[src/vcr_pkg.sv]
// package: register map, field positions and reset values of the coil driver register bank
package vcr_pkg;

    // ------------------------------------------------------------
    // register offsets
    // ------------------------------------------------------------
    localparam logic [7:0] ADDR_CONTROL = 8'h02;
    localparam logic [7:0] ADDR_COIL_CURRENT_HIGH = 8'h03;
    localparam logic [7:0] ADDR_COIL_CURRENT_LOW = 8'h04;
    localparam logic [7:0] ADDR_STATUS = 8'h05;

    // ------------------------------------------------------------
    // reset values
    // ------------------------------------------------------------
    localparam logic [7:0] RST_CONTROL = 8'h02;
    localparam logic [7:0] RST_COIL_CURRENT_HIGH = 8'h00;
    localparam logic [7:0] RST_COIL_CURRENT_LOW = 8'h00;
    localparam logic [7:0] RST_STATUS = 8'h00;
    localparam logic [7:0] RST_POINTER = 8'h00;

    // ------------------------------------------------------------
    // field positions
    // ------------------------------------------------------------
    localparam int CTRL_SOFT_RESET_BIT = 0;
    localparam int CTRL_RING_EN_BIT = 1;
    localparam int HIGH_FIELD_WIDTH = 2;
    localparam int STAT_OVERCURRENT_BIT = 0;
    localparam int STAT_UNDERVOLTAGE_BIT = 1;
    localparam int STAT_COIL_OPEN_BIT = 2;
    localparam int STAT_COIL_SHORT_BIT = 3;
    localparam int STAT_THERMAL_BIT = 4;
    localparam int STAT_FLAG_COUNT = 5;

    // ------------------------------------------------------------
    // current scale: one code step is 100 uA, full code 102.3 mA
    // ------------------------------------------------------------
    localparam int COIL_CODE_WIDTH = 10;
    localparam int COIL_STEP_UA = 100;
    localparam int COIL_FULL_SCALE_UA = ((1 << COIL_CODE_WIDTH) - 1) * COIL_STEP_UA;

    // ------------------------------------------------------------
    // power state
    // ------------------------------------------------------------
    typedef enum logic {
        ST_STANDBY,
        ST_ACTIVE
    } vcr_state_e;

endpackage

[src/vcr_regs.sv]
// module: control and status register bank of the coil driver, behind the serial byte engine
//
// Behaviour
// [RULE1] writing one to control bit 0 restores all register defaults and enters standby; the pointer is not reset and steps on to 03
// [RULE2] the soft reset bit clears itself, so it always reads back zero
// [RULE3] control bit 1 enables ringing compensation, resets to one; bits 7..2 read zero
// [RULE4] coil current code is unsigned 10 bits, 0.1 mA per step up to 102.3 mA
// [RULE5] high current register holds code bits 9..8 in bits 1..0; others zero
// [RULE6] low current register holds code bits 7..0, read/write, resets to zero
// [RULE7] new current is applied only after a low byte write; high alone changes nothing
// [RULE8] host writes high then low current byte whenever it sets a new current
// [RULE9] all status flags clear when the device moves from standby to active
// [RULE10] thermal shutdown forces standby and blocks activation until the condition clears
// [RULE11] status bits: thermal 4, short 3, open 2, undervoltage 1, overcurrent 0
// [RULE12] each detected fault sets its sticky status flag; flags reset to zero
// [RULE13] register pointer advances by one after each acknowledged data byte
// [RULE14] writes to read-only, unused or unmapped bits are ignored
`timescale 1ns/1ps

module vcr_regs (
    // clock and reset
    input wire logic clock,
    input wire logic srst,
    // byte engine side, same clock domain
    input wire logic sub_addr_valid,
    input wire logic [7:0] sub_addr,
    input wire logic wr_valid,
    input wire logic [7:0] wr_data,
    input wire logic rd_ack,
    output logic [7:0] rd_data,
    output logic [7:0] reg_pointer,
    // detector and enable pins, asynchronous
    input wire logic overcurrent_det,
    input wire logic undervoltage_det,
    input wire logic coil_open_det,
    input wire logic coil_short_det,
    input wire logic thermal_det,
    input wire logic active_req,
    // driver stage side
    output logic [vcr_pkg::COIL_CODE_WIDTH-1:0] coil_current_code,
    output logic ring_comp_en,
    output logic device_active
);

    // ------------------------------------------------------------
    // state
    // ------------------------------------------------------------
    localparam int SYNC_W = vcr_pkg::STAT_FLAG_COUNT + 1;

    typedef struct packed {
        logic [SYNC_W-1:0] sync1;
        logic [SYNC_W-1:0] sync2;
        vcr_pkg::vcr_state_e pstate;
        logic [7:0] pointer;
        logic ring_en;
        logic [vcr_pkg::HIGH_FIELD_WIDTH-1:0] cur_high;
        logic [7:0] cur_low;
        logic [vcr_pkg::COIL_CODE_WIDTH-1:0] applied;
        logic [vcr_pkg::STAT_FLAG_COUNT-1:0] flags;
        logic [7:0] rd_data;
    } vcr_regs_s;

    vcr_regs_s state_q;
    vcr_regs_s state_d;

    // ------------------------------------------------------------
    // read decode, used for the read data register
    // ------------------------------------------------------------
    function automatic logic [7:0] read_reg(input logic [7:0] addr, input vcr_regs_s s);
        logic [7:0] v;
        v = 8'h00;
        case (addr)
            vcr_pkg::ADDR_CONTROL: begin
                // reset bit always reads zero, bits 7..2 zero
                v[vcr_pkg::CTRL_RING_EN_BIT] = s.ring_en; // RULE2 RULE3
            end
            vcr_pkg::ADDR_COIL_CURRENT_HIGH: begin
                v[vcr_pkg::HIGH_FIELD_WIDTH-1:0] = s.cur_high; // RULE5
            end
            vcr_pkg::ADDR_COIL_CURRENT_LOW: begin
                v = s.cur_low; // RULE6
            end
            vcr_pkg::ADDR_STATUS: begin
                v[vcr_pkg::STAT_FLAG_COUNT-1:0] = s.flags; // RULE11
            end
            default: begin
                v = 8'h00;
            end
        endcase
        return v;
    endfunction

    // ------------------------------------------------------------
    // next state
    // ------------------------------------------------------------
    always_comb begin
        logic [vcr_pkg::STAT_FLAG_COUNT-1:0] events;
        logic thermal_now;
        logic req_now;
        logic soft_reset;
        logic go_active;
        events = '0;
        thermal_now = 1'b0;
        req_now = 1'b0;
        soft_reset = 1'b0;
        go_active = 1'b0;
        state_d = state_q;

        // two-stage synchronisers on detector and enable pins
        state_d.sync1 = {active_req, thermal_det, coil_short_det, coil_open_det,
                         undervoltage_det, overcurrent_det};
        state_d.sync2 = state_q.sync1;
        events[vcr_pkg::STAT_OVERCURRENT_BIT] = state_q.sync2[0];
        events[vcr_pkg::STAT_UNDERVOLTAGE_BIT] = state_q.sync2[1];
        events[vcr_pkg::STAT_COIL_OPEN_BIT] = state_q.sync2[2];
        events[vcr_pkg::STAT_COIL_SHORT_BIT] = state_q.sync2[3];
        events[vcr_pkg::STAT_THERMAL_BIT] = state_q.sync2[4];
        thermal_now = state_q.sync2[4];
        req_now = state_q.sync2[5];

        // pointer load and register writes
        if (sub_addr_valid) begin
            state_d.pointer = sub_addr;
        end else if (wr_valid) begin
            case (state_q.pointer)
                vcr_pkg::ADDR_CONTROL: begin
                    // soft reset is a strobe only, never stored
                    soft_reset = wr_data[vcr_pkg::CTRL_SOFT_RESET_BIT]; // RULE1 RULE2
                    state_d.ring_en = wr_data[vcr_pkg::CTRL_RING_EN_BIT]; // RULE3
                end
                vcr_pkg::ADDR_COIL_CURRENT_HIGH: begin
                    // held until the low byte lands, the drive stays put
                    state_d.cur_high = wr_data[vcr_pkg::HIGH_FIELD_WIDTH-1:0]; // RULE5 RULE7
                end
                vcr_pkg::ADDR_COIL_CURRENT_LOW: begin
                    state_d.cur_low = wr_data; // RULE6
                    state_d.applied = {state_q.cur_high, wr_data}; // RULE4 RULE7 RULE8
                end
                default: begin
                    // status and unmapped offsets take nothing
                    state_d.pointer = state_q.pointer; // RULE14
                end
            endcase
            state_d.pointer = state_q.pointer + 8'h01; // RULE13
        end else if (rd_ack) begin
            state_d.pointer = state_q.pointer + 8'h01; // RULE13
        end

        // power state; thermal trip overrides a pending request
        go_active = (state_q.pstate == vcr_pkg::ST_STANDBY) && req_now && !thermal_now;
        case (state_q.pstate)
            vcr_pkg::ST_STANDBY: begin
                if (go_active) begin
                    state_d.pstate = vcr_pkg::ST_ACTIVE; // RULE10
                end
            end
            vcr_pkg::ST_ACTIVE: begin
                if (thermal_now || !req_now) begin
                    state_d.pstate = vcr_pkg::ST_STANDBY; // RULE10
                end
            end
            default: begin
                state_d.pstate = vcr_pkg::ST_STANDBY;
            end
        endcase

        // flags: clear on activation, but a same-cycle event still sets
        if (go_active) begin
            state_d.flags = '0; // RULE9
        end
        state_d.flags = state_d.flags | events; // RULE12

        // soft reset returns the control, current and status registers to default and forces standby; the pointer still advances
        if (soft_reset) begin
            state_d.pstate = vcr_pkg::ST_STANDBY; // RULE1
            state_d.ring_en = vcr_pkg::RST_CONTROL[vcr_pkg::CTRL_RING_EN_BIT]; // RULE1
            state_d.cur_high = vcr_pkg::RST_COIL_CURRENT_HIGH[vcr_pkg::HIGH_FIELD_WIDTH-1:0];
            state_d.cur_low = vcr_pkg::RST_COIL_CURRENT_LOW; // RULE1
            state_d.applied = '0;
            state_d.flags = vcr_pkg::RST_STATUS[vcr_pkg::STAT_FLAG_COUNT-1:0] | events;
        end

        // read data tracks the pointer of the next cycle
        state_d.rd_data = read_reg(state_d.pointer, state_d);
    end

    // ------------------------------------------------------------
    // registers
    // ------------------------------------------------------------
    always_ff @(posedge clock) begin
        if (srst) begin
            state_q.sync1 <= '0;
            state_q.sync2 <= '0;
            state_q.pstate <= vcr_pkg::ST_STANDBY;
            state_q.pointer <= vcr_pkg::RST_POINTER;
            state_q.ring_en <= vcr_pkg::RST_CONTROL[vcr_pkg::CTRL_RING_EN_BIT];
            state_q.cur_high <= vcr_pkg::RST_COIL_CURRENT_HIGH[vcr_pkg::HIGH_FIELD_WIDTH-1:0];
            state_q.cur_low <= vcr_pkg::RST_COIL_CURRENT_LOW;
            state_q.applied <= '0;
            state_q.flags <= vcr_pkg::RST_STATUS[vcr_pkg::STAT_FLAG_COUNT-1:0];
            state_q.rd_data <= 8'h00;
        end else begin
            state_q <= state_d;
        end
    end

    // ------------------------------------------------------------
    // outputs, all straight from flops
    // ------------------------------------------------------------
    assign rd_data = state_q.rd_data;
    assign reg_pointer = state_q.pointer;
    assign coil_current_code = state_q.applied;
    assign ring_comp_en = state_q.ring_en;
    assign device_active = (state_q.pstate == vcr_pkg::ST_ACTIVE);

endmodule

[config.mk]
export PLATFORM = sky130hd
export DESIGN_NAME = vcr_regs
export DESIGN_NICKNAME = d
export VERILOG_FILES = /design/src/vcr_pkg.sv /design/src/vcr_regs.sv
export SDC_FILE = /design/constraint.sdc
export NUM_CORES = 1
export LEC_CHECK = 0
export BUFFER_PORTS_ARGS = -buffer_cell sky130_fd_sc_hd__buf_2
export CORE_MARGIN = 10
export CORE_UTILIZATION = 47
export DETAILED_ROUTE_END_ITERATION = 12
export HOLD_SLACK_MARGIN = 0.15
export PLACE_DENSITY = 0.7
export SLEW_MARGIN = 5
export SYNTH_ARGS = -nofsm -noshare
export SYNTH_HDL_FRONTEND = slang
export SYNTH_SLANG_ARGS = --single-unit
[constraint.sdc]
create_clock -name clock -period 3.9 [get_ports clock]
set_clock_uncertainty 0.15 [all_clocks]
set_input_delay 0.195 -clock clock [delete_from_list [all_inputs] [get_ports clock]]
set_output_delay 0.195 -clock clock [all_outputs]
set_load 0.005 [all_outputs]
Word-level counts from Yosys, hierarchy flattened

Index checks and enable logic that the tools add are counted.

Add/subtract/negate cells: 1
Equal/unequal tests: 7
Multiplexer cells: 19
Bitwise operators: 4
Reduce and logical (&&, ||, !) cells: 8

Operator list:

| kind                | number |
|---|---|
| $mux 21             | 2 |
| $eq 8x2->1 const B  | 4 |
| $mux 26             | 1 |
| $eq 8x3->1 const B  | 3 |
| $mux 8              | 3 |
| $mux 18             | 1 |
| $add 8x1->8 const B | 1 |
| $mux 1              | 6 |
| $pmux 3 s2          | 1 |
| $mux 5              | 1 |
| $or 5x5->5          | 1 |
| $pmux 1 s4          | 1 |
| $reduce_or 2->1     | 2 |
| $not 1->1           | 3 |
| $pmux 1 s3          | 1 |
| $reduce_and 3->1    | 1 |
| $logic_and 1x1->1   | 2 |
| $logic_not 1->1     | 2 |
| $mux 2              | 1 |
| $pmux 1 s2          | 1 |
| $logic_or 1x1->1    | 1 |

Flip-flop bits (word level): 55
Bits of input ports: 27
Output and inout port bits: 28

Longest topological paths before layout

Depth in word-level cells: 7
Gate-level depth with buffers: 8
Gate-level depth less buffers: 7

Worst setup path before layout

OpenSTA, ideal clock, no wires.

Path type: reg-to-reg
Start point: reg state_q (netlist bit reg_pointer[3])
End point: reg rd_data[0] (netlist name)
Library setup time: 0.144 ns
Arrival: 1.805 ns
Data required time: 3.606 ns
Path slack: 1.801 ns
Cell stages (with the launch flop): 7
Path buffers: 1
Clock period less this slack: 2.099 ns
Cells stage by stage: dfxtp_1 -> or4_1 -> buf_6 -> o31a_2 -> a211o_1 -> nand4_1 -> a211oi_2

Word-level cells in the longest chain between the ends: 6

RTL lines:

| what                                      | line                             | RTL |
|---|---|---|
| start, declared                           | vcr_regs.sv:63                   | `vcr_regs_s state_q;` |
| start signal, assigned                    | vcr_regs.sv:203                  | `state_q <= state_d;` |
| $add 8x1->8, or another cell as far along | vcr_regs.sv:144, vcr_regs.sv:146 |  |
| $mux 8, or another cell as far along      | vcr_regs.sv:145                  | `end else if (rd_ack) begin` |
| $mux 8, or another cell as far along      | vcr_regs.sv:124                  | `end else if (wr_valid) begin` |
| $mux 8, or another cell as far along      | vcr_regs.sv:122                  | `if (sub_addr_valid) begin` |
| $eq 8x3->1, or another cell as far along  | vcr_regs.sv:72                   | `case (addr)` |
| $pmux 1 s3 (*)                            | vcr_regs.sv:72                   |  |

Every way passes the cells marked *; elsewhere a longest branch is shown, timed or not.
A chain may end at the register's enable or synchronous reset.

Worst setup path after layout

Start point: reg state_q (netlist bit reg_pointer[3])
End point: reg rd_data[4] (netlist name)

Word-level cells in the longest chain between the ends: 6

RTL lines:

| what                                         | line |
|---|---|
| $add 8x1->8, or another cell as far along    | vcr_regs.sv:144, vcr_regs.sv:146 |
| $mux 8, or another cell as far along         | vcr_regs.sv:145 |
| $mux 8, or another cell as far along         | vcr_regs.sv:124 |
| $mux 8, or another cell as far along         | vcr_regs.sv:122 |
| $eq 8x3->1 / $mux 26 (equally long branches) | vcr_regs.sv:72, vcr_regs.sv:174 |
| $pmux 3 s2 (*)                               | vcr_regs.sv:72 |

Marks and branches as above.

==> qor.yml <==
flow_run:
  max-cap-violations: 0
worst_setup_path:
  critPathBufInv: 0
  crit_family: "compound AO/OA/AOI/OAI gates"
  start_kind: "flop"
  critical_path_class: "reg2reg"
  cp_max_fo: 20
  critPathMaxStageDelay_ns: 0.82
  crit_required_ns: 3.93
  crit_chain: "nor4_2, a41o_1, a21oi_1, mux2i_1, nor3_1"
  arrival_ns: 2.67
  critical_path.endpoint_type: "flop"
  cpMaxStageDelayCell: "a41o_1"
detailed_routing:
  num_vias: 2087
  wl_per_cell_um: 15.3
  drcViolationCount: 0
  routed_via_density: 5.30
  ant_nets: 0
  dr.pass1.iters: 4
  wl_um: 6050
  drtIter0Drc: 151
clocking:
  cts_tree: "done"
  clock_latency_ns: 0.32
  cts_sinks: 55
  cts_buffers: 5
  path_clk_slew_ns: 0.10
  postCtsResizedCells: 0
  cts_max_path_buffers: 2
  h-tree-depth: 2
  root_buffer: "clkbuf_8"
finish:
  utilization: 0.568
  fin_nets: 353
  num_antenna_cells: 0
  areaGrowthSynthToFinish_pct: 14.7
  layout.cells.most_common: "dfxtp_1"
  drive_above_1_share: 0.247
  most-common-layout-cells: "dfxtp_1, buf_2, nand2_1"
floorplan:
  die_width_um: 94.3
  core_um2: 5240
  num_io_pins: 55
  dieArea_um2: 8890
  start_util: 0.495
  core.rowCount: 26
  die_h_um: 94.3
synth:
  synth_top_area_cell: "dfxtp_1"
  ys_top_cells_by_area: "dfxtp_1, buf_4, a21oi_1, nor2b_1, nand2_1"
  ys_types: 52
  synth_edf_count: 0
  synth_top_area_frac: 0.425
  synth_nets: 311
  synth_cells: 281
  synth-warning-count: 0
  syn_area_per_cell_um2: 9.23
  synth_seq_cells: 55
  synthArstFlopShare: 0
  synth_area_um2: 2590
  synth-seq-area-share: 0.425
  synthFlopType: "dfxtp_1"
placed_design:
  io_buffers: 54
  place_worst_setup_slack_ns: 1.33
  dpl.hpwl_um: 4270
  gp_congestion: 0.898
global_routing:
  grt_start_max_net_pins: 31
  grt_overflow: 0
  grt_pass1_wl_um: 10100
  grt_usage: 0.140
  grt_antenna_before_repair: 0
  grt_pass1_vias: 2060
power:
  power_density_nw_per_um2: 359
  irDropWorstVdd_uv: 189
  finalPower_mw: 1.07
  p_leak_nw: 1.17
worst_hold_path:
  hold_class: "in2reg"
timing:
  maxSlewViolCount: 0
  hold_violations: 0
  worst_pin_slew_ns: 0.861
  rsz0062_at_grt: "false"
  post-route-period-util: 0.679
  finalWorstSetupSlack_ns: 1.25
  fmax_ghz: 0.378
  setup_viol: 0
  tns_ns: 0
  layout_min_cycle_time_ns: 2.65
  relSlewSlack: 0.421
  hold-worst-slack_ns: 0.164
run_status:
  outcome: "completed"
report_power, final:
part / internal, mW / switching [mW]
logic: 0.0618 / 0.0849
clock network: 0.130 / 0.198
registers: 0.578 / 0.0157
logic make-up after synthesis:
logic type	share of synthesized area
multiplexers	0.0116
flip-flops	0.425
buffers and inverters	0.124
AO/OA/AOI/OAI	0.201
AND/OR/NAND/NOR	0.214
XOR/XNOR	0.0101
adder cells (fa/ha/maj)	0.0145
flip-flops by register name (all words and copies together), names as in the netlist:
name	flops
ring_comp_en	1
state_q	21
coil_current_code	10
reg_pointer	8
state_d	6
rd_data	8
device_active	1
tightest hold or removal path, cell delays in order:
cell,delay (ns)
buf_2,0.07
and2_1,0.14
a21oi_1,0.09
nor2_1,0.10
synth_stat cells, types with 2 or more instances:
library cell and n:
dfxtp_1 55, buf_4 27, nand2_1 25, a21oi_1 23, nor2b_1 16, nor2_1 13
inv_1 10, nand4_1 8, nor3_1 7, a211oi_1 6, buf_2 6, clkbuf_1 5
o21ai_0 5, o31ai_1 5, nor4b_1 4, o211ai_1 4, a21oi_2 3, buf_6 3
ha_1 3, mux2i_1 3, nand2b_1 3, nor4_1 3, o2111ai_1 3, o211a_1 3
o311ai_0 3, or3b_2 3, xnor2_1 3, a211oi_2 2, a21o_1 2, and2_1 2
or4_1 2
per-layer routing:
metal	vias up	GRT usage	share of wire
met3	5	0.0504	0.076
met5	-	0	0
met4	0	0.0430	0.010
li1	1072	-	-
met1	955	0.182	0.47
met2	55	0.212	0.44
layout make-up:
class                      count  area (µm²)
clock buffer                   5        68.8
clock inverter                 3        22.5
fill                         464        2260
inverter                      10        37.5
multi-input combinational    175        1170
sequential                    55        1100
tap                           70        87.6
timing repair buffer          76         488
worst paths after layout:
check / startpoint / to / slack, ns / cells past startpoint
setup / recovery: reg_pointer[3] / rd_data[4] / 1.25 / 5
hold / removal: sub_addr[3] / reg_pointer[3] / 0.16 / 4
setup reg to reg: reg_pointer[3] / rd_data[4] / 1.25 / 5
hold reg to reg: state_q[47] / device_active / 0.29 / 1
stage by stage:
step | std cells | area (µm²)
floorplan | 281 | 2590
global placement | 365 | 2670
detailed placement | 365 | 2670
CTS | 394 | 2980
global route | 394 | 2980
finish | 394 | 2980
repair_timing:
| action | CTS | global route |
|---|---|---|
| buffers inserted | 0 | 0 |
| hold buffers | 21 | 0 |
| endpoints found under the hold margin | 31 | 0 |
(Power assumes the default switching activity.)
